--- config.mk ---
export PLATFORM = sky130hd
export DESIGN_NAME = pwmf_top
export DESIGN_NICKNAME = d
export VERILOG_FILES = /design/src/pwmf_pkg.sv /design/src/pwmf_cap_if.sv /design/src/pwmf_cap.sv /design/src/pwmf_top.sv
export SDC_FILE = /design/constraint.sdc
export NUM_CORES = 1
export LEC_CHECK = 0
export BUFFER_PORTS_ARGS = -buffer_cell sky130_fd_sc_hd__buf_2
export CAP_MARGIN = 5
export CORE_ASPECT_RATIO = 0.8
export CORE_UTILIZATION = 65
export DETAILED_ROUTE_END_ITERATION = 7
export GPL_ROUTABILITY_DRIVEN = 1
export PLACE_DENSITY = 0.93
export SYNTH_ARGS = -nofsm -noshare
export SYNTH_HDL_FRONTEND = slang
export SYNTH_HIERARCHICAL = 1
export SYNTH_SLANG_ARGS = --single-unit
--- constraint.sdc ---
create_clock -name mclk_i -period 3.7 [get_ports mclk_i]
set_input_delay 0.185 -clock mclk_i [delete_from_list [all_inputs] [get_ports mclk_i]]
set_output_delay 0.185 -clock mclk_i [all_outputs]
set_load 0.005 [all_outputs]
--- src/pwmf_pkg.sv ---
// Package with register map, field positions and codes of the PWM fault block.
package pwmf_pkg;
  localparam int CW = 16;
  localparam int NF = 4;
  localparam int NP = 2;
  localparam int EW = 8;
  // Register byte offsets.
  localparam logic [7:0] OFS_CTRL = 8'h00;
  localparam logic [7:0] OFS_PERIOD = 8'h04;
  localparam logic [7:0] OFS_ON_A = 8'h08;
  localparam logic [7:0] OFS_OFF_A = 8'h0C;
  localparam logic [7:0] OFS_ON_B = 8'h10;
  localparam logic [7:0] OFS_OFF_B = 8'h14;
  localparam logic [7:0] OFS_FCTL = 8'h18;
  localparam logic [7:0] OFS_FAULT_STATUS = 8'h1C;
  localparam logic [7:0] OFS_FMAP = 8'h20;
  localparam logic [7:0] OFS_CCTL = 8'h24;
  localparam logic [7:0] OFS_CV0 = 8'h28;
  localparam logic [7:0] OFS_CV1 = 8'h2C;
  localparam logic [7:0] OFS_CSTS = 8'h30;
  // Control register fields.
  localparam int B_RUN = 0;
  localparam int B_FORCE = 1;
  localparam int B_POL = 4;
  localparam int B_OUTEN = 8;
  localparam int B_MASK = 12;
  localparam int B_TRIG = 16;
  // Fault control, status and map fields.
  localparam int B_LVL = 0;
  localparam int B_AUTO = 4;
  localparam int B_SAFE = 8;
  localparam int B_FULL = 4;
  localparam int B_FACT = 8;
  localparam int B_DIS = 12;
  localparam int B_FST = 8;
  // Capture control fields.
  localparam int B_EN0 = 0;
  localparam int B_EN1 = 1;
  localparam int B_ONE = 2;
  localparam int B_SEL = 3;
  localparam int B_EDG0 = 4;
  localparam int B_EDG1 = 6;
  localparam int B_ECMP = 8;
  localparam int B_ARM = 16;
  localparam int B_IEN = 17;
  // Output fault state codes.
  localparam logic [1:0] FS_LOW = 2'h0;
  localparam logic [1:0] FS_HIGH = 2'h1;
  // Capture edge select codes.
  localparam logic [1:0] ED_FALL = 2'h1;
  localparam logic [1:0] ED_RISE = 2'h2;
  localparam logic [1:0] ED_BOTH = 2'h3;
  localparam logic [31:0] CTRL_RST = 32'h0000_0300;
  localparam logic [CW-1:0] PERIOD_RST = 16'h00FF;
endpackage : pwmf_pkg

--- src/pwmf_cap_if.sv ---
// Interface carrying configuration and results between top and capture unit.
`timescale 1ns/10ps
interface pwmf_cap_if;
  import pwmf_pkg::*;
  logic [31:0] cfg;
  logic arm;
  logic [CW-1:0] cnt;
  logic [CW-1:0] cv0;
  logic [CW-1:0] cv1;
  logic [1:0] hit;
  modport top (output cfg, arm, cnt, input cv0, cv1, hit);
  modport cap (input cfg, arm, cnt, output cv0, cv1, hit);
endinterface : pwmf_cap_if

--- src/pwmf_cap.sv ---
// Enhanced dual-circuit input capture with edge-count prescaler.
`timescale 1ns/10ps
module pwmf_cap (
  // Clock and reset.
  input wire logic mclk_i,
  input wire logic reset_i,
  // Capture pin.
  input wire logic pin_i,
  pwmf_cap_if.cap cif
);
  import pwmf_pkg::*;
  logic [EW-1:0] ecnt_q, ecnt_d;
  logic pin_q, pin_d, src_q, src_d, pls;
  logic [1:0] arm_q, arm_d, hit_d;
  logic [CW-1:0] cv0_d, cv1_d;
  logic [CW-1:0] cv0_q, cv1_q;
  logic [1:0] hit_q;
  logic src;

  function automatic logic edge_hit(input logic [1:0] s, input logic p, input logic c);
    edge_hit = ((s == ED_RISE || s == ED_BOTH) && !p && c) ||
               ((s == ED_FALL || s == ED_BOTH) && p && !c);
  endfunction : edge_hit

  // Prescaler counts both edges, pulses on match; mux picks pin or pulse.
  always_comb
  begin
    pin_d = pin_i;
    ecnt_d = ecnt_q;
    pls = 1'b0;
    if (pin_i != pin_q)
    begin
      ecnt_d = ecnt_q + 8'h01;
      if (ecnt_d == cif.cfg[B_ECMP +: EW])
      begin
        pls = 1'b1;
        ecnt_d = 8'h00;
      end
    end
    src = cif.cfg[B_SEL] ? pls : pin_i;
    src_d = src;
  end

  // Arming: ping-pong when both enabled, one sequence in one-shot mode.
  always_comb
  begin
    arm_d = arm_q;
    hit_d = 2'h0;
    cv0_d = cv0_q;
    cv1_d = cv1_q;
    if (arm_q[0] && edge_hit(cif.cfg[B_EDG0 +: 2], src_q, src))
    begin
      hit_d[0] = 1'b1;
      cv0_d = cif.cnt;
      arm_d[0] = 1'b0;
      if (cif.cfg[B_EN1])
        arm_d[1] = 1'b1;
      else if (!cif.cfg[B_ONE])
        arm_d[0] = 1'b1;
    end
    if (arm_q[1] && edge_hit(cif.cfg[B_EDG1 +: 2], src_q, src))
    begin
      hit_d[1] = 1'b1;
      cv1_d = cif.cnt;
      arm_d[1] = 1'b0;
      if (!cif.cfg[B_ONE])
      begin
        if (cif.cfg[B_EN0])
          arm_d[0] = 1'b1;
        else
          arm_d[1] = 1'b1;
      end
    end
    if (cif.arm)
      arm_d = cif.cfg[B_EN0] ? 2'h1 : {cif.cfg[B_EN1], 1'b0};
    arm_d = arm_d & cif.cfg[B_EN0 +: 2];
  end

  // Registers of the capture unit.
  always_ff @(posedge mclk_i)
  begin
    if (reset_i)
    begin
      ecnt_q <= 8'h00;
      pin_q <= 1'b0;
      src_q <= 1'b0;
      arm_q <= 2'h0;
      hit_q <= 2'h0;
      cv0_q <= 16'h0000;
      cv1_q <= 16'h0000;
    end
    else
    begin
      ecnt_q <= ecnt_d;
      pin_q <= pin_d;
      src_q <= src_d;
      arm_q <= arm_d;
      hit_q <= hit_d;
      cv0_q <= cv0_d;
      cv1_q <= cv1_d;
    end
  end
  assign cif.cv0 = cv0_q;
  assign cif.cv1 = cv1_q;
  assign cif.hit = hit_q;

  a_cap_one_shot: assert property (@(posedge mclk_i) disable iff (reset_i)
    hit_q[1] && cif.cfg[B_ONE] && !$past(cif.arm) |-> arm_q == 2'h0)
    else $error("one-shot capture rearmed");
  a_prescale_wrap: assert property (@(posedge mclk_i) disable iff (reset_i)
    pls |=> ecnt_q == 8'h00)
    else $error("edge counter not reset on match");
endmodule : pwmf_cap

--- src/pwmf_top.sv ---
// PWM fault protection, output control, capture and trigger block with APB.
`timescale 1ns/10ps
module pwmf_top (
  // Clock and reset.
  input wire logic mclk_i,
  input wire logic reset_i,
  // APB slave.
  input wire logic psel_i,
  input wire logic penable_i,
  input wire logic pwrite_i,
  input wire logic [7:0] paddr_i,
  input wire logic [31:0] pwdata_i,
  output logic [31:0] prdata_o,
  output logic pready_o,
  output logic pslverr_o,
  // Fault inputs and capture pin.
  input wire logic [pwmf_pkg::NF-1:0] fault_i,
  input wire logic aux_channel_pin_i,
  // PWM pins, output enable active low.
  output logic [pwmf_pkg::NP-1:0] pwm_o,
  output logic [pwmf_pkg::NP-1:0] pwm_oe_n_o,
  // Triggers and capture requests.
  output logic [1:0] trig_o,
  output logic [1:0] cap_irq_o
);
  import pwmf_pkg::*;
  pwmf_cap_if cif ();

  logic [31:0] ctrl_q, ctrl_d;
  logic [CW-1:0] per_q, per_d;
  logic [CW-1:0] on_a_q, on_a_d, off_a_q, off_a_d;
  logic [CW-1:0] on_b_q, on_b_d, off_b_q, off_b_d;
  logic [15:0] fctl_q, fctl_d;
  logic [NF-1:0] ffull_q, ffull_d;
  logic [NF-1:0] fflag_q, fflag_d;
  logic [NF-1:0] fdis_q, fdis_d;
  logic [15:0] fmap_q, fmap_d;
  logic [31:0] cctl_q, cctl_d;
  logic [1:0] cflag_q, cflag_d;
  logic [NP-1:0] mask_q, mask_d;
  logic [CW-1:0] cnt_q, cnt_d;
  logic [31:0] rdata_q, rdata_d;
  logic rdy_q, rdy_d, err_q, err_d, arm_q, arm_d;
  logic [NP-1:0] pin_q, pin_d, oen_q, oen_d;
  logic [1:0] trig_q, trig_d, irq_q, irq_d;
  logic acc, wr, full, half, known;
  logic [NF-1:0] fact, rel;
  logic [NP-1:0] raw, pdis;

  function automatic logic in_win(input logic [CW-1:0] c, input logic [CW-1:0] a,
                                  input logic [CW-1:0] b);
    in_win = (c >= a) && (c < b);
  endfunction : in_win

  // APB handshake: access phase lasts two cycles, pready is registered.
  always_comb
  begin
    acc = psel_i && penable_i && rdy_q;
    wr = acc && pwrite_i;
    rdy_d = psel_i && penable_i && !rdy_q;
    known = 1'b1;
    rdata_d = 32'h0000_0000;
    if (paddr_i == OFS_CTRL)
      rdata_d = ctrl_q;
    else if (paddr_i == OFS_PERIOD)
      rdata_d = {16'h0000, per_q};
    else if (paddr_i == OFS_ON_A)
      rdata_d = {16'h0000, on_a_q};
    else if (paddr_i == OFS_OFF_A)
      rdata_d = {16'h0000, off_a_q};
    else if (paddr_i == OFS_ON_B)
      rdata_d = {16'h0000, on_b_q};
    else if (paddr_i == OFS_OFF_B)
      rdata_d = {16'h0000, off_b_q};
    else if (paddr_i == OFS_FCTL)
      rdata_d = {16'h0000, fctl_q};
    else if (paddr_i == OFS_FAULT_STATUS)
      rdata_d = {18'h00000, pdis, fact, ffull_q, fflag_q};
    else if (paddr_i == OFS_FMAP)
      rdata_d = {16'h0000, fmap_q};
    else if (paddr_i == OFS_CCTL)
      rdata_d = cctl_q;
    else if (paddr_i == OFS_CV0)
      rdata_d = {16'h0000, cif.cv0};
    else if (paddr_i == OFS_CV1)
      rdata_d = {16'h0000, cif.cv1};
    else if (paddr_i == OFS_CSTS)
      rdata_d = {30'h0000_0000, cflag_q};
    else
      known = 1'b0;
    err_d = rdy_d && !known;
    if (!rdy_d || pwrite_i || !known)
      rdata_d = 32'h0000_0000;
  end

  // Configuration registers written in the completing APB cycle.
  always_comb
  begin
    ctrl_d = ctrl_q;
    per_d = per_q;
    on_a_d = on_a_q;
    off_a_d = off_a_q;
    on_b_d = on_b_q;
    off_b_d = off_b_q;
    fctl_d = fctl_q;
    ffull_d = ffull_q;
    fmap_d = fmap_q;
    cctl_d = cctl_q;
    arm_d = 1'b0;
    if (wr && paddr_i == OFS_CTRL)
      ctrl_d = pwdata_i;
    if (wr && paddr_i == OFS_PERIOD)
      per_d = pwdata_i[CW-1:0];
    if (wr && paddr_i == OFS_ON_A)
      on_a_d = pwdata_i[CW-1:0];
    if (wr && paddr_i == OFS_OFF_A)
      off_a_d = pwdata_i[CW-1:0];
    if (wr && paddr_i == OFS_ON_B)
      on_b_d = pwdata_i[CW-1:0];
    if (wr && paddr_i == OFS_OFF_B)
      off_b_d = pwdata_i[CW-1:0];
    if (wr && paddr_i == OFS_FCTL)
      fctl_d = pwdata_i[15:0];
    if (wr && paddr_i == OFS_FAULT_STATUS)
      ffull_d = pwdata_i[B_FULL +: NF];
    if (wr && paddr_i == OFS_FMAP)
      fmap_d = pwdata_i[15:0];
    if (wr && paddr_i == OFS_CCTL)
    begin
      cctl_d = pwdata_i;
      cctl_d[B_ARM] = 1'b0;
      arm_d = pwdata_i[B_ARM];
    end
    // Force bit is a strobe, never stored.
    ctrl_d[B_FORCE] = 1'b0;
  end

  // Period counter with full-cycle and half-cycle boundaries.
  always_comb
  begin
    cnt_d = cnt_q;
    if (ctrl_q[B_RUN])
      cnt_d = (cnt_q >= per_q) ? 16'h0000 : cnt_q + 16'h0001;
    full = ctrl_q[B_RUN] && cnt_q == 16'h0000;
    half = ctrl_q[B_RUN] && cnt_q == (per_q >> 1);
  end

  // Fault detection, sticky flags and pin disable per fault input.
  always_comb
  begin
    fact = fault_i ^ fctl_q[B_LVL +: NF];
    fflag_d = fflag_q;
    if (wr && paddr_i == OFS_FAULT_STATUS)
      fflag_d = fflag_q & ~pwdata_i[NF-1:0];
    fflag_d = fflag_d | fact;
    for (int i = 0; i < NF; i++)
    begin
      rel[i] = full || (half && !ffull_q[i]);
      if (fctl_q[B_AUTO + i])
        rel[i] = rel[i] && !fact[i];
      else if (fctl_q[B_SAFE + i])
        rel[i] = rel[i] && !fflag_q[i] && !fact[i];
      else
        rel[i] = rel[i] && !fflag_q[i];
      fdis_d[i] = fact[i] || (fdis_q[i] && !rel[i]);
    end
    pdis = '0;
    for (int p = 0; p < NP; p++)
      for (int i = 0; i < NF; i++)
        pdis[p] = pdis[p] | (fdis_q[i] & fmap_q[i * NP + p]);
  end

  // Pin stage: mask on force, polarity, fault state, output enable.
  always_comb
  begin
    mask_d = mask_q;
    if (wr && paddr_i == OFS_CTRL && pwdata_i[B_FORCE])
      mask_d = pwdata_i[B_MASK +: NP];
    raw[0] = in_win(cnt_q, on_a_q, off_a_q);
    raw[1] = in_win(cnt_q, on_b_q, off_b_q);
    for (int p = 0; p < NP; p++)
    begin
      pin_d[p] = (raw[p] & !mask_q[p]) ^ ctrl_q[B_POL + p];
      oen_d[p] = 1'b0;
      if (pdis[p])
      begin
        pin_d[p] = fmap_q[B_FST + 2 * p +: 2] == FS_HIGH;
        oen_d[p] = fmap_q[B_FST + 2 * p +: 2] > FS_HIGH;
      end
      if (!ctrl_q[B_OUTEN + p])
      begin
        pin_d[p] = 1'b0;
        oen_d[p] = 1'b1;
      end
    end
    trig_d[0] = ctrl_q[B_TRIG] && ctrl_q[B_RUN] && cnt_q == on_b_q;
    trig_d[1] = ctrl_q[B_TRIG + 1] && ctrl_q[B_RUN] && cnt_q == off_b_q;
  end

  // Capture flags and requests; a new hit wins over a clear.
  always_comb
  begin
    cflag_d = cflag_q;
    if (wr && paddr_i == OFS_CSTS)
      cflag_d = cflag_q & ~pwdata_i[1:0];
    cflag_d = cflag_d | cif.hit;
    irq_d = cflag_d & cctl_q[B_IEN +: 2];
  end

  assign cif.cfg = cctl_q;
  assign cif.arm = arm_q;
  assign cif.cnt = cnt_q;

  pwmf_cap u_cap (
    .mclk_i(mclk_i),
    .reset_i(reset_i),
    .pin_i(aux_channel_pin_i),
    .cif(cif)
  );

  // All state registers of the top level.
  always_ff @(posedge mclk_i)
  begin
    if (reset_i)
    begin
      ctrl_q <= CTRL_RST;
      per_q <= PERIOD_RST;
      on_a_q <= 16'h0000;
      off_a_q <= 16'h0000;
      on_b_q <= 16'h0000;
      off_b_q <= 16'h0000;
      fctl_q <= 16'h0000;
      ffull_q <= '0;
      fflag_q <= '0;
      fdis_q <= '0;
      fmap_q <= 16'h0000;
      cctl_q <= 32'h0000_0000;
      cflag_q <= 2'h0;
      mask_q <= '0;
      cnt_q <= 16'h0000;
      rdata_q <= 32'h0000_0000;
      rdy_q <= 1'b0;
      err_q <= 1'b0;
      arm_q <= 1'b0;
      pin_q <= '0;
      oen_q <= '1;
      trig_q <= 2'h0;
      irq_q <= 2'h0;
    end
    else
    begin
      ctrl_q <= ctrl_d;
      per_q <= per_d;
      on_a_q <= on_a_d;
      off_a_q <= off_a_d;
      on_b_q <= on_b_d;
      off_b_q <= off_b_d;
      fctl_q <= fctl_d;
      ffull_q <= ffull_d;
      fflag_q <= fflag_d;
      fdis_q <= fdis_d;
      fmap_q <= fmap_d;
      cctl_q <= cctl_d;
      cflag_q <= cflag_d;
      mask_q <= mask_d;
      cnt_q <= cnt_d;
      rdata_q <= rdata_d;
      rdy_q <= rdy_d;
      err_q <= err_d;
      arm_q <= arm_d;
      pin_q <= pin_d;
      oen_q <= oen_d;
      trig_q <= trig_d;
      irq_q <= irq_d;
    end
  end

  assign prdata_o = rdata_q;
  assign pready_o = rdy_q;
  assign pslverr_o = err_q;
  assign pwm_o = pin_q;
  assign pwm_oe_n_o = oen_q;
  assign trig_o = trig_q;
  assign cap_irq_o = irq_q;

  a_flag_sticky: assert property (@(posedge mclk_i) disable iff (reset_i)
    fflag_q[0] && !(wr && paddr_i == OFS_FAULT_STATUS) |=> fflag_q[0])
    else $error("fault flag dropped without clear");
  a_fault_sets: assert property (@(posedge mclk_i) disable iff (reset_i)
    fact[0] |=> fdis_q[0] && fflag_q[0])
    else $error("active fault not latched");
  a_auto_hold: assert property (@(posedge mclk_i) disable iff (reset_i)
    fctl_q[B_AUTO] && fdis_q[0] && !full && !half |=> fdis_q[0])
    else $error("auto clear away from boundary");
  a_full_only: assert property (@(posedge mclk_i) disable iff (reset_i)
    ffull_q[0] && fdis_q[0] && !full |=> fdis_q[0])
    else $error("release outside full cycle");
  a_manual_flag: assert property (@(posedge mclk_i) disable iff (reset_i)
    !fctl_q[B_AUTO] && fdis_q[0] && fflag_q[0] |=> fdis_q[0])
    else $error("manual release with flag set");
  a_safe_level: assert property (@(posedge mclk_i) disable iff (reset_i)
    !fctl_q[B_AUTO] && fctl_q[B_SAFE] && fdis_q[0] && fact[0] |=> fdis_q[0])
    else $error("safe mode release while fault high");
  a_outen_tri: assert property (@(posedge mclk_i) disable iff (reset_i)
    !ctrl_q[B_OUTEN] |=> pwm_oe_n_o[0])
    else $error("disabled output driven");
  a_apb_wait: assert property (@(posedge mclk_i) disable iff (reset_i)
    psel_i && penable_i && !rdy_q |=> pready_o)
    else $error("apb answer late");
endmodule : pwmf_top

Yosys cells after proc, flatten, opt, wreduce, memory -nomap -nowiden
Cells that the tools add are included.
{"block": "word_totals", "input_bits": 50, "register_bits": 296, "out_inout_bits": 42}
{"block": "classes", "n_addsub": 2, "mux": 57, "bitwise_logic": 30, "order_cmp": 7, "eq_ne": 25, "n_reduce_logical": 100}
{"operator": "$mux W32", "count": 10}
{"operator": "$logic_and A1 B1 Y1", "count": 55}
{"operator": "$ge A16 B16 Y1", "count": 3}
{"operator": "$mux W16", "count": 3}
{"operator": "$eq A8 B6 Y1 const B", "count": 5}
{"operator": "$mux W1", "count": 35}
{"operator": "$eq A16 B16 Y1", "count": 2}
{"operator": "$eq A8 B5 Y1 const B", "count": 4}
{"operator": "$lt A16 B16 Y1", "count": 2}
{"operator": "$logic_not A1 Y1", "count": 23}
{"operator": "$add A16 B1 Y16 const B", "count": 1}
{"operator": "$eq A16 B15 Y1", "count": 1}
{"operator": "$eq A8 B4 Y1 const B", "count": 2}
{"operator": "$logic_not A16 Y1", "count": 1}
{"operator": "$logic_or A1 B1 Y1", "count": 16}
{"operator": "$mux W2", "count": 7}
{"operator": "$and A1 B1 Y1", "count": 10}
{"operator": "$add A8 B1 Y8 const B", "count": 1}
{"operator": "$eq A2 B1 Y1 const B", "count": 4}
{"operator": "$eq A2 B2 Y1 const B", "count": 4}
{"operator": "$eq A8 B3 Y1 const B", "count": 1}
{"operator": "$eq A8 B8 Y1", "count": 1}
{"operator": "$logic_not A8 Y1", "count": 1}
{"operator": "$mux W8", "count": 1}
{"operator": "other kinds (14)", "count": 28}

Logic depth before layout (Yosys ltp)
{"block": "logic_depth", "depth_word": 17, "ltp_mapped": 11, "mapped_depth_nobuf": 8}

Cells and area by module
The synthesis kept the hierarchy.
{"module": "pwmf_top", "instances": 1, "cells_each": 1628, "seq_area_each_um2": 4984.8, "area_each_um2": 12817.3}
{"module": "pwmf_cap", "instances": 1, "cells_each": 284, "seq_area_each_um2": 920.9, "area_each_um2": 2298.5}

Worst setup path before layout
No wires, ideal clock.
{"block": "synth_timing", "path_type": "register to register", "start": "register u_cap.ecnt_q[0]", "end": "register u_cap.cv0_q[13], in the netlist u_cap/cif.cv0[13]", "slack_ns": 1.335, "path_stages_with_launch": 11, "n_path_buf": 2, "t_required_ns": 3.629, "arrival_time_ns": 2.294, "cell_sequence": "dfxtp_1 ha_1 nand3_1 o311ai_1 nor2_1 and4_4 buf_6 a21oi_2 buf_2 nand3_1 a21oi_1"}
{"block": "synth_between", "elab_chain_len": 9, "word_cells_on_any_way": 10, "classes_between": "add/sub: 1; eq/ne: 1; mux: 3; reduce/logical: 5"}
{"element": "start: declaration", "line": "pwmf_cap.sv:12", "rtl": "logic [EW-1:0] ecnt_q, ecnt_d;"}
{"element": "start signal: assignment", "line": "pwmf_cap.sv:94", "rtl": "ecnt_q <= ecnt_d;"}
{"element": "$add A8 B1 Y8 *", "line": "pwmf_cap.sv:33", "rtl": "ecnt_d = ecnt_q + 8'h01;"}
{"element": "$eq A8 B8 Y1 *", "line": "pwmf_cap.sv:34", "rtl": "if (ecnt_d == cif.cfg[B_ECMP +: EW])"}
{"element": "$mux W1 *", "line": "pwmf_cap.sv:34"}
{"element": "$mux W1 *", "line": "pwmf_cap.sv:31", "rtl": "if (pin_i != pin_q)"}
{"element": "$mux W1 *", "line": "pwmf_cap.sv:40", "rtl": "src = cif.cfg[B_SEL] ? pls : pin_i;"}
{"element": "$logic_not A1 Y1", "line": "pwmf_cap.sv:22", "rtl": "((s == ED_FALL || s == ED_BOTH) && p && !c);"}
{"element": "$logic_and A1 B1 Y1", "line": "pwmf_cap.sv:22"}
{"element": "$logic_or A1 B1 Y1 *", "line": "pwmf_cap.sv:21", "rtl": "edge_hit = ((s == ED_RISE || s == ED_BOTH) && !p && c) ||"}
{"element": "$logic_and A1 B1 Y1 *", "line": "pwmf_cap.sv:51", "rtl": "if (arm_q[0] && edge_hit(cif.cfg[B_EDG0 +: 2], src_q, src))"}
{"element": "end signal: assignment", "line": "pwmf_cap.sv:99", "rtl": "cv0_q <= cv0_d;"}
{"element": "end: declaration", "line": "pwmf_cap.sv:16", "rtl": "logic [CW-1:0] cv0_q, cv1_q;"}
Mark *: on every way between the ends. The rest lies on a longest branch, timed or not.
A chain may end at the register's enable or synchronous reset.

Worst setup path in the final report
{"block": "layout_timing", "start": "register u_cap.ecnt_q[0]", "end": "register u_cap.arm_q[1]"}
{"block": "layout_between", "elab_chain_len": 13, "word_cells_on_any_way": 18, "classes_between": "add/sub: 1; eq/ne: 1; mux: 6; bitwise: 1; reduce/logical: 9"}
{"element": "$add A8 B1 Y8 *", "line": "pwmf_cap.sv:33"}
{"element": "$eq A8 B8 Y1 *", "line": "pwmf_cap.sv:34"}
{"element": "$mux W1 *", "line": "pwmf_cap.sv:34"}
{"element": "$mux W1 *", "line": "pwmf_cap.sv:31"}
{"element": "$mux W1 *", "line": "pwmf_cap.sv:40"}
{"element": "$logic_not A1 Y1", "line": "pwmf_cap.sv:22"}
{"element": "$logic_and A1 B1 Y1", "line": "pwmf_cap.sv:22"}
{"element": "$logic_or A1 B1 Y1", "line": "pwmf_cap.sv:21"}
{"element": "$logic_and A1 B1 Y1", "line": "pwmf_cap.sv:51"}
{"element": "$mux W2", "line": "pwmf_cap.sv:51"}
{"element": "$mux W2 *", "line": "pwmf_cap.sv:61", "rtl": "if (arm_q[1] && edge_hit(cif.cfg[B_EDG1 +: 2], src_q, src))"}
{"element": "$mux W2 *", "line": "pwmf_cap.sv:74", "rtl": "if (cif.arm)"}
{"element": "$and A2 B2 Y2 *", "line": "pwmf_cap.sv:76", "rtl": "arm_d = arm_d & cif.cfg[B_EN0 +: 2];"}
{"element": "end signal: assignment", "line": "pwmf_cap.sv:97", "rtl": "arm_q <= arm_d;"}
{"element": "end: declaration", "line": "pwmf_cap.sv:14", "rtl": "logic [1:0] arm_q, arm_d, hit_d;"}
Marked as above.

==> impl_metrics.env <==
export IMPL_status="finished, violations left"
export IMPL_violations="DRC"
export IMPL_ant_nets=0
export IMPL_cts_buffers=29
export IMPL_dieArea_um2=23870
export IMPL_post_place_ws_ps=688.9
export IMPL_pwr_density_cell_nw_per_um2=395.7
export IMPL_first_iter_violations=2917
export IMPL_grt_pass1_wl_mm=85.20
export IMPL_place_gp_congestion=1.068
export IMPL_ios=92
export IMPL_finalCriticalPeriod_ps=2914
export IMPL_fp_coreArea_um2=22620
export IMPL_worstPathRequired_ps=4180
export IMPL_yosys_warnings=6
export IMPL_crit_type="flop to flop"
export IMPL_cts_repair_resized=0
export IMPL_routed_wl_mm=56.25
export IMPL_root_buffer="clkbuf_16"
export IMPL_synth_area_um2=15110
export IMPL_nFillCells=1646
export IMPL_drtPass1Iterations=8
export IMPL_fp_row_count=49
export IMPL_track_usage_pct=47.08
export IMPL_post_route_period_util_pct=78.77
export IMPL_hold_depth=3
export IMPL_vias_per_cell=6.759
export IMPL_worst_slew_pin_slew_ps=1083
export IMPL_wl_per_cell_um=24.40
export IMPL_synth_nets=2043
export IMPL_cts_tree="built"
export IMPL_antenna_found_initial=3
export IMPL_start_util_pct=66.80
export IMPL_cts_buffer_depth=3
export IMPL_worstHoldEndpoint="fctl_q[13]"
export IMPL_drive_gt1_share_pct=11.37
export IMPL_r2r_slack_ps=790
export IMPL_hpwl_mm=38.67
export IMPL_hold_start="pwdata_i[13]"
export IMPL_cts_sinks=295
export IMPL_grt_setup_unrepaired="no"
export IMPL_layout_setup_ws_ps=785.5
export IMPL_drc=15
export IMPL_die_y_um=138.4
export IMPL_clk_pin_slew_ps=70
export IMPL_critical_path_endpoint_type="flop"
export IMPL_die_w_um=172.5
export IMPL_fin_worst_skew_ps=10.92
export IMPL_hold_path_class="primary input to flop"
export IMPL_setup_viol_count_final=0
export IMPL_via_count=15580
export IMPL_slew_viol_final=0
export IMPL_final_setup_tns_ps=0
export IMPL_syn_instance_count=1911
export IMPL_p_leak_nw=6.119
export IMPL_crit_arrival_ps=3390
export IMPL_overflow=0
export IMPL_grt_pass1_vias=14570
export IMPL_postSynthAreaPerCell_um2=7.908
export IMPL_clk_latency_ps=570
export IMPL_grt_max_degree=210
export IMPL_portBuffers=91
export IMPL_largest_reg_flops=32
export IMPL_max_cap_viol_count=0
export IMPL_relSlewSlack_pct=27.22
export IMPL_cp_max_fo=17
export IMPL_cp_start_kind="flop"
export IMPL_area_growth_pct=12.21
export IMPL_hold_viol=0
export IMPL_reg2reg_depth=8
export IMPL_r2r_start="u_cap/ecnt_q[0]"
export IMPL_fin_nets=2105
export IMPL_htree_levels=1
export IMPL_vdd_drop_max_mv=0.4489
export IMPL_r2r_end="u_cap/arm_q[1]"
export IMPL_fmax_mhz=343.1
export IMPL_post_cts_buffers=0
==> critical path: stages, from the launching register on <==
cell and delay, ps:
dfxtp_1 460, ha_1 290, nand3_1 180, o311ai_1 370
nor2_1 130, and4_4 270, a21oi_2 650, nand2_1 210
a211oi_1 260
==> where the power goes <==
group / internal (W) / switching, W
registers: 0.00319 / 0.0000347
clock network: 0.00172 / 0.00133
logic: 0.000132 / 0.000305
==> area by class of cell <==
cell class / count / area (um2) / share of cell area (%)
clock buffers: 35 / 778.2 / 4.589
well taps: 306 / 382.9 / 2.258
repair buffers: 155 / 1017 / 5.999
clock inverters: 19 / 192.7 / 1.136
diodes: 3 / 7.507 / 0.04427
flip-flops and latches: 295 / 5906 / 34.83
inverters: 90 / 337.8 / 1.992
multi-input cells: 1402 / 8335 / 49.16
==> through the flow <==
step           instance area, um2  utilization, %  hold slack, ps  power [W]  instances
3_5_place_dp                15780           69.75           442.7   0.003688       2228
2_1_floorplan               15110               -           284.6   0.003534       1911
6_report                    16960           74.96           33.27   0.006711       2305
4_1_cts                     16950           74.92           12.06   0.006675       2302
3_3_place_gp                15780           69.75           437.7   0.003680       2228
5_1_grt                     16950           74.92           28.66   0.006840       2302
==> layout by cell type, fill, tap and decap left out, drive strengths merged, types with 8 or more instances in the layout <==
cell type    instances
nand3               55
mux4                14
xor2                 8
nor4                18
buf                135
and3                15
nand2b              14
clkbuf              35
xnor2               33
a211oi              18
nor2b                8
a22oi               18
clkinv              11
a21oi              260
and4                 9
a22o                19
nor2                94
nor3                16
mux2i               16
nand4               24
o21ai              102
a31oi               15
a211o               12
nand2              430
dfxtp              295
dlygate4sd3         20
o21a                 8
inv                 92
a21o                11
ha                  82
==> per-layer routing <==
layer | global-route usage, % | share of wire, % | vias up | routed length (um)
met4 | 23.71 | 6.1 | 0 | 3439
met2 | 67.38 | 41 | 1226 | 23120
met5 | 0 | 0 | - | 0
met3 | 14.26 | 15 | 276 | 8498
met1 | 63.88 | 38 | 7285 | 21190
li1 | - | - | 6793 | -
==> worst max-delay path by stage <==
stage | to | start | depth (start not counted) | slack (ps)
after CTS | u_cap/arm_q[1] | u_cap/ecnt_q[0] | 8 | 860
after floorplan | u_cap/cif.cv0[13] | u_cap/ecnt_q[0] | 10 | 1340
final | u_cap/arm_q[1] | u_cap/ecnt_q[0] | 8 | 790
after detailed placement | prdata_o[12] | paddr_i[3] | 8 | 690
after global placement | prdata_o[12] | paddr_i[3] | 8 | 690
after global routing | u_cap/arm_q[0] | u_cap/ecnt_q[0] | 8 | 530
==> timing repair <==
action | 4_1_cts | 5_1_grt
setup endpoints to repair | 0 | 0
endpoints found under the hold margin | 51 | 0
hold buffers | 20 | 0
No activity file was read; power rests on OpenSTA's default activity.
